<file path="config.mk">
export PLATFORM = sky130hd
export DESIGN_NAME = dtf_regs
export DESIGN_NICKNAME = d
export VERILOG_FILES = /design/src/common/dtf_pkg.sv /design/src/verilog/dtf_regs.sv /design/src/verilog/dtf_flag.sv
export SDC_FILE = /design/constraint.sdc
export NUM_CORES = 1
export LEC_CHECK = 0
export BUFFER_PORTS_ARGS = -buffer_cell sky130_fd_sc_hd__buf_2
export CORE_MARGIN = 5
export CORE_UTILIZATION = 55
export CTS_CLUSTER_DIAMETER = 150
export DETAILED_ROUTE_END_ITERATION = 8
export PLACE_DENSITY = 0.85
export SLEW_MARGIN = 20
export SYNTH_ARGS = -nofsm -noshare
export SYNTH_HDL_FRONTEND = slang
export SYNTH_HIERARCHICAL = 1
export SYNTH_SLANG_ARGS = --single-unit
</file>
<file path="constraint.sdc">
create_clock -name clk -period 3.1 [get_ports clk]
set_input_delay 0 -clock clk [delete_from_list [all_inputs] [get_ports clk]]
set_output_delay 0 -clock clk [all_outputs]
set_load 0.1 [all_outputs]
</file>
<file path="src/common/dtf_pkg.sv">
// constants and types for the task-file register block
package dtf_pkg;
   localparam logic [2:0] ADDR_ERR_FEAT = 3'h1;
   localparam logic [2:0] ADDR_COUNT = 3'h2;
   localparam logic [2:0] ADDR_POSITION = 3'h3;
   localparam logic [2:0] ADDR_STAT_CMD = 3'h7;
   localparam int BIT_BUSY = 7;
   localparam int BIT_READY = 6;
   localparam int BIT_DEP = 5;
   localparam int BIT_SERVICE = 4;
   localparam int BIT_REQUEST = 3;
   localparam int BIT_ERROR = 0;
   localparam int BIT_ABORT = 2;
   localparam logic [7:0] BYTE_ZERO = 8'h00;
   localparam logic [7:0] SLEEP_READ = 8'hFF;
   localparam logic [7:0] ABORT_MASK = 8'h04;

   typedef struct packed {
      logic [7:0] features;
      logic [7:0] count;
      logic [7:0] position;
   } dtf_cmd_params_s;

   typedef struct packed {
      logic reset_ready;
      logic ready_all;
      logic data_ready;
      logic block_done;
      logic last_word;
      logic complete;
      logic error;
      logic abort;
      logic bus_release;
      logic service;
      logic diag_done;
      logic update_regs;
   } dtf_core_ev_s;
endpackage

</file>
<file path="src/verilog/dtf_regs.sv">
// task-file error, features, count, position and status registers
`timescale 1ns/1ps
`default_nettype none
module dtf_regs #(
   parameter int DATA_W = 16,
   parameter bit PACKET_DEV = 1'b0,
   parameter logic [7:0] RESET_CMD_CODE = 8'h08,
   parameter logic [7:0] DIAG_CMD_CODE = 8'h90,
   parameter logic [7:0] DIAG_RESET_CODE = 8'h01
) (
   input wire logic clk,
   input wire logic reset,
   input wire logic block_select_low,
   input wire logic block_select_high,
   input wire logic reg_addr_bit0,
   input wire logic reg_addr_bit1,
   input wire logic reg_addr_bit2,
   input wire logic host_rd,
   input wire logic host_wr,
   input wire logic [DATA_W-1:0] host_data_in,
   output logic [DATA_W-1:0] host_data_out,
   output logic host_data_oe_n,
   input wire logic dma_acknowledge_n,
   input wire logic soft_reset_bit,
   input wire logic sleep_mode,
   input wire dtf_pkg::dtf_core_ev_s core_ev,
   input wire logic [7:0] core_error_bits,
   input wire logic [7:0] core_diag_code,
   input wire logic [7:0] core_count_val,
   input wire logic [7:0] core_pos_val,
   output logic cmd_valid,
   output logic [7:0] cmd_code,
   output dtf_pkg::dtf_cmd_params_s cmd_params,
   output logic intr_clear,
   output logic [7:0] status_out
);
   if (DATA_W < 8)
      $error("dtf_regs: data bus narrower than one byte");

   logic busy_flag;
   logic transfer_request_flag;
   logic accept_ready_flag;
   logic error_flag;
   logic service_request_flag;
   logic dep_flag;
   logic reset_phase;
   logic soft_reset_bit_d;
   logic [7:0] command_error_result;
   logic [7:0] command_feature_param;
   logic [7:0] transfer_count_param;
   logic [7:0] block_position_param;
   logic [7:0] device_state_flags;
   logic [7:0] wbyte;
   logic [2:0] addr;
   logic sel;
   logic soft_reset_bit_rise;
   logic wr_cmd_any;
   logic reset_cmd;
   logic cmd_ok;
   logic wr_ok;
   logic rd_ok;
   logic reg_busy_ok;
   logic [7:0] next_rdata;

   // register-port access only with dma acknowledge negated
   assign addr = {reg_addr_bit2, reg_addr_bit1, reg_addr_bit0};
   assign sel = block_select_low & ~block_select_high & dma_acknowledge_n;
   assign wbyte = host_data_in[7:0];
   assign soft_reset_bit_rise = soft_reset_bit & ~soft_reset_bit_d;
   assign wr_cmd_any = sel & host_wr & (addr == dtf_pkg::ADDR_STAT_CMD);
   // only the device-reset code gets through while busy
   assign reset_cmd = wr_cmd_any & (wbyte == RESET_CMD_CODE);
   assign cmd_ok = wr_cmd_any & (~busy_flag | reset_cmd);
   assign wr_ok = sel & host_wr & ~busy_flag;
   assign rd_ok = sel & host_rd;
   assign reg_busy_ok = busy_flag | transfer_request_flag;

   always_ff @(posedge clk)
   begin
      if (reset)
         soft_reset_bit_d <= 1'b0;
      else
         soft_reset_bit_d <= soft_reset_bit;
   end

   // reset phase lasts until the core can take commands without ready
   always_ff @(posedge clk)
   begin
      if (reset)
         reset_phase <= 1'b1;
      else if (soft_reset_bit_rise | reset_cmd)
         reset_phase <= 1'b1;
      else if (core_ev.reset_ready)
         reset_phase <= 1'b0;
   end

   // busy and request move together so one is always set mid-command
   always_ff @(posedge clk)
   begin
      if (reset)
      begin
         busy_flag <= 1'b1;
         transfer_request_flag <= 1'b0;
      end
      else if (soft_reset_bit_rise | reset_cmd)
      begin
         busy_flag <= 1'b1;
         transfer_request_flag <= 1'b0;
      end
      else if (cmd_ok)
         busy_flag <= 1'b1;
      else if (busy_flag & core_ev.data_ready)
      begin
         transfer_request_flag <= 1'b1;
         busy_flag <= 1'b0;
      end
      else if (transfer_request_flag & (core_ev.block_done | core_ev.last_word))
      begin
         transfer_request_flag <= 1'b0;
         busy_flag <= 1'b1;
      end
      else if (reg_busy_ok & (core_ev.complete | core_ev.bus_release))
      begin
         busy_flag <= 1'b0;
         transfer_request_flag <= 1'b0;
      end
      else if (reset_phase & core_ev.reset_ready)
         busy_flag <= 1'b0;
   end

   // ready: non-packet on core readiness, packet on completion of a non-diagnostic command
   always_ff @(posedge clk)
   begin
      if (reset)
         accept_ready_flag <= 1'b0;
      else if (soft_reset_bit_rise | reset_cmd)
      begin
         if (PACKET_DEV)
            accept_ready_flag <= 1'b0;
      end
      else if (cmd_ok & PACKET_DEV & (wbyte == DIAG_CMD_CODE))
         accept_ready_flag <= 1'b0;
      else if (!PACKET_DEV & core_ev.ready_all)
         accept_ready_flag <= 1'b1;
      // diagnostic completion leaves ready clear for packet devices
      else if (PACKET_DEV & core_ev.complete & reg_busy_ok & ~reset_phase
         & (cmd_code != DIAG_CMD_CODE))
         accept_ready_flag <= 1'b1;
   end

   dtf_flag u_error_flag (
      .clk(clk),
      .reset(reset),
      .set(reg_busy_ok & core_ev.complete & core_ev.error),
      .clear(cmd_ok | soft_reset_bit_rise),
      .q(error_flag)
   );

   dtf_flag u_service_flag (
      .clk(clk),
      .reset(reset),
      .set(~busy_flag & core_ev.service),
      .clear(cmd_ok | soft_reset_bit_rise),
      .q(service_request_flag)
   );

   always_ff @(posedge clk)
   begin
      if (reset)
         dep_flag <= 1'b0;
      else if (reg_busy_ok & core_ev.complete)
         dep_flag <= core_ev.error & core_ev.abort;
   end

   // apart from soft reset, error register changes only while the device owns the block
   always_ff @(posedge clk)
   begin
      if (reset)
         command_error_result <= DIAG_RESET_CODE;
      else if (soft_reset_bit_rise)
         command_error_result <= DIAG_RESET_CODE;
      else if (reg_busy_ok & core_ev.diag_done)
         command_error_result <= core_diag_code;
      else if (reg_busy_ok & core_ev.complete & core_ev.error)
      begin
         if (core_ev.abort)
            command_error_result <= core_error_bits
               | dtf_pkg::ABORT_MASK;
         else
            command_error_result <= core_error_bits;
      end
   end

   always_ff @(posedge clk)
   begin
      if (reset)
         command_feature_param <= dtf_pkg::BYTE_ZERO;
      else if (wr_ok & (addr == dtf_pkg::ADDR_ERR_FEAT))
         command_feature_param <= wbyte;
   end

   always_ff @(posedge clk)
   begin
      if (reset)
         transfer_count_param <= dtf_pkg::BYTE_ZERO;
      else if (wr_ok & (addr == dtf_pkg::ADDR_COUNT))
         transfer_count_param <= wbyte;
      else if (reg_busy_ok & core_ev.update_regs)
         transfer_count_param <= core_count_val;
   end

   always_ff @(posedge clk)
   begin
      if (reset)
         block_position_param <= dtf_pkg::BYTE_ZERO;
      else if (wr_ok & (addr == dtf_pkg::ADDR_POSITION))
         block_position_param <= wbyte;
      else if (reg_busy_ok & core_ev.update_regs)
         block_position_param <= core_pos_val;
   end

   always_comb
   begin
      device_state_flags = dtf_pkg::BYTE_ZERO;
      device_state_flags[dtf_pkg::BIT_BUSY] = busy_flag;
      device_state_flags[dtf_pkg::BIT_READY] = accept_ready_flag;
      device_state_flags[dtf_pkg::BIT_DEP] = dep_flag;
      device_state_flags[dtf_pkg::BIT_SERVICE] = service_request_flag;
      device_state_flags[dtf_pkg::BIT_REQUEST] = transfer_request_flag;
      device_state_flags[dtf_pkg::BIT_ERROR] = error_flag;
   end

   // command launch captures the parameter block
   always_ff @(posedge clk)
   begin
      if (reset)
      begin
         cmd_valid <= 1'b0;
         cmd_code <= dtf_pkg::BYTE_ZERO;
         cmd_params <= '0;
      end
      else
      begin
         cmd_valid <= cmd_ok;
         if (cmd_ok)
         begin
            cmd_code <= wbyte;
            cmd_params.features <= command_feature_param;
            cmd_params.count <= transfer_count_param;
            cmd_params.position <= block_position_param;
         end
      end
   end

   always_comb
   begin
      next_rdata = dtf_pkg::BYTE_ZERO;
      unique case (addr)
         dtf_pkg::ADDR_ERR_FEAT: next_rdata = command_error_result;
         dtf_pkg::ADDR_COUNT: next_rdata = transfer_count_param;
         dtf_pkg::ADDR_POSITION: next_rdata = block_position_param;
         dtf_pkg::ADDR_STAT_CMD: next_rdata = device_state_flags;
         default: next_rdata = dtf_pkg::BYTE_ZERO;
      endcase
      if (sleep_mode)
         next_rdata = dtf_pkg::SLEEP_READ;
   end

   // read data stands one cycle after the strobe, upper byte zero
   always_ff @(posedge clk)
   begin
      if (reset)
      begin
         host_data_out <= '0;
         host_data_oe_n <= 1'b1;
      end
      else
      begin
         host_data_oe_n <= ~rd_ok;
         if (rd_ok)
            host_data_out <= {{(DATA_W-8){1'b0}}, next_rdata};
      end
   end

   // an accepted command write also drops the pending interrupt
   always_ff @(posedge clk)
   begin
      if (reset)
         intr_clear <= 1'b0;
      else
         intr_clear <= (rd_ok & (addr == dtf_pkg::ADDR_STAT_CMD)) | cmd_ok;
   end

   always_ff @(posedge clk)
   begin
      if (reset)
         status_out <= dtf_pkg::BYTE_ZERO;
      else
         status_out <= device_state_flags;
   end
endmodule
`default_nettype wire

</file>
<file path="src/verilog/dtf_flag.sv">
// sticky flag with set winning over clear
`timescale 1ns/1ps
`default_nettype none
module dtf_flag #(
   parameter logic RESET_VAL = 1'b0
) (
   input wire logic clk,
   input wire logic reset,
   input wire logic set,
   input wire logic clear,
   output logic q
);
   always_ff @(posedge clk)
   begin
      if (reset)
         q <= RESET_VAL;
      else if (set)
         q <= 1'b1;
      else if (clear)
         q <= 1'b0;
   end
endmodule
`default_nettype wire

</file>
==> flow_summary.yaml, run 1 <==
worst_setup_path:
  cp_num_buf_inv: 1
  required_ns: 3.35
  cp_slowest_cell: "dfxtp_1"
  critPathCaptureType: "flop"
  cp_cell_sequence: "o21ai_1, o21ai_0, a21oi_1, dlygate4sd3_1"
  worst_path_largest_cell_delay_ns: 0.82
  arrival_ns: 2.71
  r2r-start: "busy_flag"
  startpoint: "busy_flag"
  cp-start-kind: "flop"
  cp_top_family: "compound AO/OA/AOI/OAI gates"
  cp_max_fo: 17
  critPathKind: "flop to flop"
final_layout:
  fin_area_um2: 5150
  nets: 618
  n_antenna_cell: 0
  final_layout_size_suffix_gt1_share_pct: 27.1
  layout_common_cells: "buf_2 (112), dfxtp_1 (89), nand2b_1 (68)"
  area_growth_pct: 25.1
  mostFrequentLayoutCell: "buf_2"
drt:
  wl_um: 10800
  vias_per_cell: 5.35
  vias: 3473
  drc: 0
  met1_length_um: 4610
  top_layer_used: "met4"
  route.met2.wl_um: 5300
  dr_wl_met3_um: 657
  ant_nets: 0
  wl_per_cell_um: 16.7
  firstDrtPassIters: 4
  drt_iter0_drc: 246
clocking:
  clkLatencyLatePin_ns: 0.36
  post_cts_buffers: 0
  clock_path_buffers: 2
  post_cts_resized: 0
  h-tree-depth: 3
  cts.sinks: 89
  cts-root-buf: "clkbuf_8"
  path_clk_slew_ns: 0.09
  hold_buffers: 35
  numCtsBuffers: 9
  cts_tree: "yes"
synthesis:
  synthCells: 415
  ys_ff_latch: 89
  synth.cell_area_um2: 4120
  ys_types: 45
  synth_area_leader_cell: "dfxtp_1"
  ys_warn_count: 6
  netlist.area_leader.share_pct: 43.3
  synth_area_leaders: "dfxtp_1 (43%), mux2i_1 (15%), nand2b_1 (10%)"
  seq_area_frac_synth_pct: 43.3
  syn_avg_cell_area_um2: 9.92
global_route:
  grt_max_degree: 103
  grt_util_all_layers_pct: 23.5
  grt_overflow: 0
  grt_pass1_vias: 3434
  antenna_found_initial: 0
  grt_pass1_wl_um: 16700
floorplan:
  die_area_um2: 9310
  num_io_pins: 131
  rows: 31
  die_h_um: 96.5
  core_region_area_um2: 7250
  start_util_pct: 56.7
  die_x_um: 96.5
placed_design:
  port_buffers: 112
  gp_routability_congestion: 0.842
  place.detailed.hpwl_um: 7200
  placedInstanceArea_um2: 4590
sta:
  finalClockSkew_ns: 0.0153
  setup_tns_ns: 0
  tightestPinTransition_ns: 0.940
  drv_slew: 0
  fin_crit_sh_pct: 79.3
  rsz0062_at_grt: "no"
  maxSlewHeadroom_pct: 36.9
  clock.fmax_mhz: 407
  finalHoldViolations: 0
  period_minus_slack_ns: 2.46
  setup_viol: 0
flow_run:
  cap_violations: 0
power_and_ir_drop:
  leakagePower_nw: 2.38
  ir_drop_uv: 283
  cellPowerDensity_nw_per_um2: 459
min_path:
  hold_path_class: "input pin to flop"
  hold_path.startpoint: "host_data_in[6]"
outcome:
  status: "finished, final reports clean"
==> where the power goes <==
| part | leakage (nW) | switching, mW | internal [mW] |
|---|---|---|---|
| combinational | 1.57 | 0.233 | 0.145 |
| clock | 0.0844 | 0.404 | 0.367 |
| sequential | 0.724 | 0.0355 | 1.18 |
| total | 2.38 | 0.672 | 1.69 |
==> final timing paths <==
check | end | cells past startpoint | slack [ns]
worst max-delay path | command_error_result[1] | 4 | 0.64
worst min-delay path | block_position_param[6] | 3 | 0.0007
worst max register to register | command_error_result[1] | 4 | 0.64
worst min register to register | cmd_params[17] | 2 | 0.47
==> cells in the mapped netlist (all sizes together) <==
library cell,instances
nor4b,1
or3,1
mux2,8
nand4,1
a21oi,14
nand2b,68
dfxtp,89
or2b,2
o211ai,3
a211oi,22
a21boi,1
nor4,1
inv,5
a32oi,1
nor3,9
conb,1
nor2b,10
clkbuf,14
nor2,30
a22o,9
o2111ai,1
nand4b,1
buf,25
a21o,2
o21a,1
mux2i,63
and2b,1
nand2,6
nand3,3
o21ai,11
and4b,2
and3,8
a31oi,1
==> per-stage QoR <==
step	utilization [%]	hold slack, ns	instances	setup slack, ns	power [mW]
after floorplan	-	0.0624	424	1.76	1.49
after global placement	63.3	0.202	597	1.26	1.56
after detailed placement	63.3	0.211	597	1.20	1.57
after CTS	70.7	0.000717	647	0.799	2.35
after global routing	71.0	0.0128	649	0.468	2.44
final	71.0	0.000671	649	0.642	2.36
==> layer usage <==
layer	vias up	GRT usage, %
met2	156	39.1
met5	-	0
met3	25	4.42
met4	0	9.70
met1	1612	30.0
li1	1680	-
==> tightest hold or removal path, stage by stage <==
cell and delay (ns):
buf_2 0.15, nor2_1 0.11, a211oi_1 0.05
==> final cells by class <==
type	instances	area, um^2
repair buffers	150	938
multi-input cells	291	2100
fillers	546	2100
clock inverters	5	57.6
inverters	5	18.8
well taps	99	124
flip-flops and latches	89	1780
clock buffers	10	128
==> logic make-up after synthesis <==
kind of cell | count (synthesis) | synth area share (%)
multiplexers | 71 | 17.5
AND/OR/NAND/NOR | 144 | 20.5
buffers and inverters | 44 | 6.45
other | 1 | 0.0911
flip-flops | 89 | 43.3
AO/OA/AOI/OAI | 66 | 12.2
==> state kept, by name, indices dropped and copies added (netlist names) <==
signal and cells:
soft_reset_bit_d 1, cmd_valid 1, cmd_params 24, host_data_out 8, transfer_count_param 8, command_error_result 8, reset_phase 1, transfer_request_flag 1
busy_flag 1, status_out 6, intr_clear 1, accept_ready_flag 1, dep_flag 1, u_service_flag/q 1, u_error_flag/q 1, cmd_code 8
block_position_param 8, command_feature_param 8, host_data_oe_n 1
(Power assumes the default switching activity.)
==> run 2: changes to the inputs <==
--- a/config.mk
+++ b/config.mk
@@ -7,10 +7,10 @@
 export LEC_CHECK = 0
 export BUFFER_PORTS_ARGS = -buffer_cell sky130_fd_sc_hd__buf_2
 export CORE_MARGIN = 5
-export CORE_UTILIZATION = 55
+export CORE_UTILIZATION = 51
 export CTS_CLUSTER_DIAMETER = 150
 export DETAILED_ROUTE_END_ITERATION = 8
-export PLACE_DENSITY = 0.85
+export PLACE_DENSITY = 0.8
 export SLEW_MARGIN = 20
 export SYNTH_ARGS = -nofsm -noshare
 export SYNTH_HDL_FRONTEND = slang
==> constraint.sdc (replaced) <==
create_clock -name clk -period 2.3 [get_ports clk]
set_input_delay 0 -clock clk [delete_from_list [all_inputs] [get_ports clk]]
set_output_delay 0 -clock clk [all_outputs]
set_load 0.1 [all_outputs]
==> flow_summary.yaml, run 2 (synthesis results as in run 1) <==
min_path:
  hold_end: "block_position_param[4]"
  hold_path.startpoint: "core_pos_val[4]"
  hold_path_class: "input pin to flop"
  min_path_cells: 3
final_layout:
  nets: 633
  largest-register: "cmd_params"
  multiInputGateArea_um2: 2110
  final_cells: 668
  final_layout_size_suffix_gt1_share_pct: 28.6
  fin_area_um2: 5340
  mostFrequentLayoutCell: "buf_2"
  regArea_um2: 1780
  n_antenna_cell: 0
  layout_common_cells: "buf_2 (112), dfxtp_1 (88), nand2b_1 (68)"
  area_growth_pct: 29.8
  largest_reg_flops: 24
  nFillCells: 608
floorplan:
  rows: 32
  core_region_area_um2: 7810
  die_area_um2: 9970
  num_io_pins: 131
  die_h_um: 99.8
  start_util_pct: 52.7
  die_x_um: 99.8
sta:
  finalHoldViolations: 0
  drv_slew: 0
  maxSlewHeadroom_pct: 52.7
  finalClockSkew_ns: 0.00881
  setup_tns_ns: 0
  fin_ws_ns: 0.200
  setup_viol: 0
  rsz0062_at_grt: "no"
  clock.fmax_mhz: 476
  period_minus_slack_ns: 2.10
  tightestPinTransition_ns: 0.709
  fin_crit_sh_pct: 91.3
worst_setup_path:
  cp_num_buf_inv: 2
  required_ns: 2.55
  cp_max_fo: 11
  worst-path-stages: 5
  cp_top_family: "buffers and inverters"
  worst_path_largest_cell_delay_ns: 0.66
  critPathKind: "flop to flop"
  cp_slowest_cell: "dfxtp_1"
  critPathCaptureType: "flop"
  startpoint: "transfer_request_flag"
  cp-start-kind: "flop"
  r2r-start: "transfer_request_flag"
  arrival_ns: 2.35
  cp_cell_sequence: "o211ai_2, buf_4, mux2i_1, a31oi_1, dlygate4sd3_1"
  r2r_slack_ns: 0.20
  r2r_end: "command_error_result[0]"
  rr_worst_depth: 5
global_route:
  antenna_found_initial: 0
  grt_max_degree: 78
  grt_util_all_layers_pct: 22.0
  grt_pass1_vias: 3509
  grt_pass1_wl_um: 17200
  grt_overflow: 0
clocking:
  cts.sinks: 89
  clock_path_buffers: 2
  h-tree-depth: 3
  path_clk_slew_ns: 0.09
  cts_tree: "yes"
  cts-root-buf: "clkbuf_8"
  numCtsBuffers: 9
  clkLatencyLatePin_ns: 0.36
drt:
  firstDrtPassIters: 4
  ant_nets: 0
  top_layer_used: "met4"
  met1_length_um: 4540
  vias: 3548
  drt_iter0_drc: 229
  vias_per_cell: 5.31
  wl_per_cell_um: 16.6
  route.met2.wl_um: 5350
  dr_wl_met3_um: 766
  drc: 0
  wl_um: 11100
power_and_ir_drop:
  ir_drop_uv: 439
  cellPowerDensity_nw_per_um2: 621
  leakagePower_nw: 2.48
placed_design:
  place.detailed.hpwl_um: 7340
  placedCellCount: 602
  gp_routability_congestion: 0.840
  port_buffers: 112
  post-place-ws_ns: 0.573
  placedInstanceArea_um2: 4630
flow_run:
  cap_violations: 0
outcome:
  status: "finished, final reports clean"
run 2: cell count changes in the layout (fill, tap and decap cells not counted), moves of 2 or more:
cell and delta:
dlygate4sd3_1 +6, clkbuf_8 +2, buf_12 +2, buf_4 +7
run 2: area by class of cell:
cell class	count	area share [%]
multi-input cells	291	39.4
flip-flops and latches	89	33.4
repair buffers	165	20.4
clock buffers	11	2.84
well taps	102	2.39
clock inverters	5	1.17
inverters	5	0.351
run 2: how the worst max path moves through the flow:
stage	end	slack, ns
finish	command_error_result[0]	0.20
global route	command_error_result[4]	0.07
CTS	block_position_param[3]	0.05
detailed placement	cmd_params[19]	0.57
global placement	cmd_params[22]	0.63
floorplan	u_error_flag/q	0.96
run 2: through the flow:
stage,hold WS (ns),utilization (%),total power [mW]
after floorplan,0.0624,-,2.01
after global placement,0.194,59.2,2.11
after detailed placement,0.199,59.2,2.12
after CTS,0.000413,67.5,3.30
after global routing,0.0146,68.4,3.44
final,0.00697,68.4,3.32
run 2: routing by layer:
metal  vias to the layer above  track usage, %
met1                      1661            26.5
met2                       139            36.8
met3                        36            4.73
li1                       1712               -
met5                         -               0
met4                         0            11.8
run 2: timing repair:
action,in CTS,in global routing
endpoints found under the hold margin,37,0
endpoints found under the setup margin,0,13
setup buffers,0,7
hold buffers,43,0
gates resized for setup,0,2
run 2: report_power, final:
part / internal (mW) / switching [mW] / total, mW
Sequential: 1.59 / 0.0478 / 1.64
Clock: 0.567 / 0.573 / 1.14
Combinational: 0.219 / 0.322 / 0.541
run 2: worst register-to-register path: cells and delay by family, from the launching register on:
| family | cells | cell delay [ns] |
|---|---|---|
| buffers and inverters | 2 | 0.82 |
| AO/OA/AOI/OAI | 2 | 0.31 |
| multiplexers | 1 | 0.20 |
| flip-flops | 1 | 0.66 |
==> run 3: changes to the inputs <==
--- a/config.mk
+++ b/config.mk
@@ -5,12 +5,13 @@
 export SDC_FILE = /design/constraint.sdc
 export NUM_CORES = 1
 export LEC_CHECK = 0
-export BUFFER_PORTS_ARGS = -buffer_cell sky130_fd_sc_hd__buf_2
 export CORE_MARGIN = 5
-export CORE_UTILIZATION = 51
+export CORE_UTILIZATION = 60
+export CTS_BUF_LIST = sky130_fd_sc_hd__clkbuf_8 sky130_fd_sc_hd__clkbuf_16
 export CTS_CLUSTER_DIAMETER = 150
 export DETAILED_ROUTE_END_ITERATION = 8
-export PLACE_DENSITY = 0.8
+export DONT_BUFFER_PORTS = 1
+export PLACE_DENSITY = 0.76
 export SLEW_MARGIN = 20
 export SYNTH_ARGS = -nofsm -noshare
 export SYNTH_HDL_FRONTEND = slang
==> flow_summary.yaml, run 3 (synthesis results as in run 1) <==
outcome:
  status: "complete, but fails checks"
  violations: "hold timing"
floorplan:
  die_area_um2: 8610
  num_io_pins: 131
  rows: 30
  start_util_pct: 61.2
  die_x_um: 92.8
  core_region_area_um2: 6720
  die_h_um: 92.8
clocking:
  path_clk_slew_ns: 0.09
  clkLatencyLatePin_ns: 0.35
  h-tree-depth: 3
  clock_path_buffers: 2
  numCtsBuffers: 9
  cts_tree: "yes"
  cts-root-buf: "clkbuf_8"
  cts.sinks: 89
global_route:
  grt_util_all_layers_pct: 25.2
  grt_overflow: 0
  grt_util_met3_pct: 6.66
  grt_pass1_wl_um: 16900
  top_usage_layer: "met2"
  antenna_found_initial: 0
  grt_pass1_vias: 3159
  grtUsageMet1_pct: 32.0
  grt.met2_usage_pct: 41.1
  grt_max_degree: 104
final_layout:
  layout_common_cells: "dfxtp_1 (88), nand2b_1 (68), mux2i_1 (63)"
  final_layout_size_suffix_gt1_share_pct: 18.4
  area_growth_pct: 26.0
  n_antenna_cell: 0
  largest-register: "cmd_params"
  nets: 579
  largest_reg_flops: 24
  fin_area_um2: 5180
  mostFrequentLayoutCell: "dfxtp_1"
power_and_ir_drop:
  cellPowerDensity_nw_per_um2: 595
  leakagePower_nw: 2.26
  p_total_mw: 3.09
  ir_drop_uv: 396
sta:
  period_minus_slack_ns: 2.16
  setup_tns_ns: 0
  fin_crit_sh_pct: 93.8
  setup_viol: 0
  rsz0062_at_grt: "no"
  holdWs_ns: -0.00668
  maxSlewHeadroom_pct: 35.9
  finalClockSkew_ns: 0.0102
  drv_slew: 0
  clock.fmax_mhz: 463
  finalHoldViolations: 1
  tightestPinTransition_ns: 0.960
worst_setup_path:
  crit_end: "command_error_result[2]"
  r2r_end: "command_error_result[2]"
  r2r-start: "transfer_request_flag"
  rr_worst_depth: 4
  r2r_slack_ns: 0.14
  startpoint: "transfer_request_flag"
  cp-start-kind: "flop"
  arrival_ns: 2.46
  required_ns: 2.60
  critPathCaptureType: "flop"
  critPathKind: "flop to flop"
  cp_max_fo: 11
drt:
  vias_per_cell: 5.60
  ant_nets: 0
  drt_iter0_drc: 232
  wl_um: 11100
  wl_per_cell_um: 18.7
  vias: 3314
  firstDrtPassIters: 7
  drc: 0
placed_design:
  place.detailed.hpwl_um: 6790
  placedInstanceArea_um2: 4320
  port_buffers: 0
  gp_routability_congestion: 0.831
min_path:
  min_path_cells: 2
  hold_path_class: "input pin to flop"
flow_run:
  cap_violations: 0
-- run 3: how the worst min path moves through the flow --
stage / from / to / slack [ns]
after floorplan: reset / u_error_flag/q / 0.06
after global placement: reset / u_service_flag/q / 0.07
after detailed placement: reset / u_service_flag/q / 0.07
after CTS: core_ev[3] / busy_flag / 0.007
after global routing: reg_addr_bit1 / host_data_out[4] / 0.03
final: reset / u_error_flag/q / -0.007
-- run 3: critical path, cell delays in order (launching register included) --
cell and delay [ns]:
dfxtp_1 0.69, o211ai_1 0.17, dlygate4sd3_1 0.58, a21oi_1 0.12, dlygate4sd3_1 0.55
-- run 3: where the power goes --
| part | switching (mW) | internal (mW) |
|---|---|---|
| Sequential | 0.0867 | 1.59 |
| Clock | 0.538 | 0.415 |
| Combinational | 0.255 | 0.204 |
-- run 3: area by class of cell --
| type | instances | area, um^2 |
|---|---|---|
| multi-input combinational | 291 | 2110 |
| tap | 80 | 100 |
| timing repair buffer | 111 | 1000 |
| inverter | 5 | 18.8 |
| fill | 453 | 1530 |
| clock buffer | 10 | 138 |
| sequential | 89 | 1780 |
| clock inverter | 6 | 36.3 |
-- run 3: metrics by stage --
stage / setup WS, ns / util (%) / std cells / hold WS [ns]
final: 0.142 / 77.2 / 592 / -0.00668
after global routing: 0.0820 / 77.2 / 592 / 0.0260
after CTS: 0.0376 / 75.5 / 579 / 0.00682
after detailed placement: 0.580 / 64.3 / 507 / 0.0720
after global placement: 0.624 / 64.3 / 507 / 0.0707
after floorplan: 0.957 / - / 424 / 0.0624
-- run 3: per-layer routing --
layer | up-vias | share of wire, % | wire, um
met5 | - | 0 | 0
met4 | 0 | 2.1 | 232
met3 | 23 | 7.9 | 882
met2 | 143 | 48 | 5380
met1 | 1543 | 41 | 4600
li1 | 1605 | - | -
-- run 3: repair_timing --
action,in CTS,in global routing
resized for setup,0,2
hold buffers,56,0
setup endpoints to repair,0,16
buffers inserted,0,13
endpoints found under the hold margin,89,0
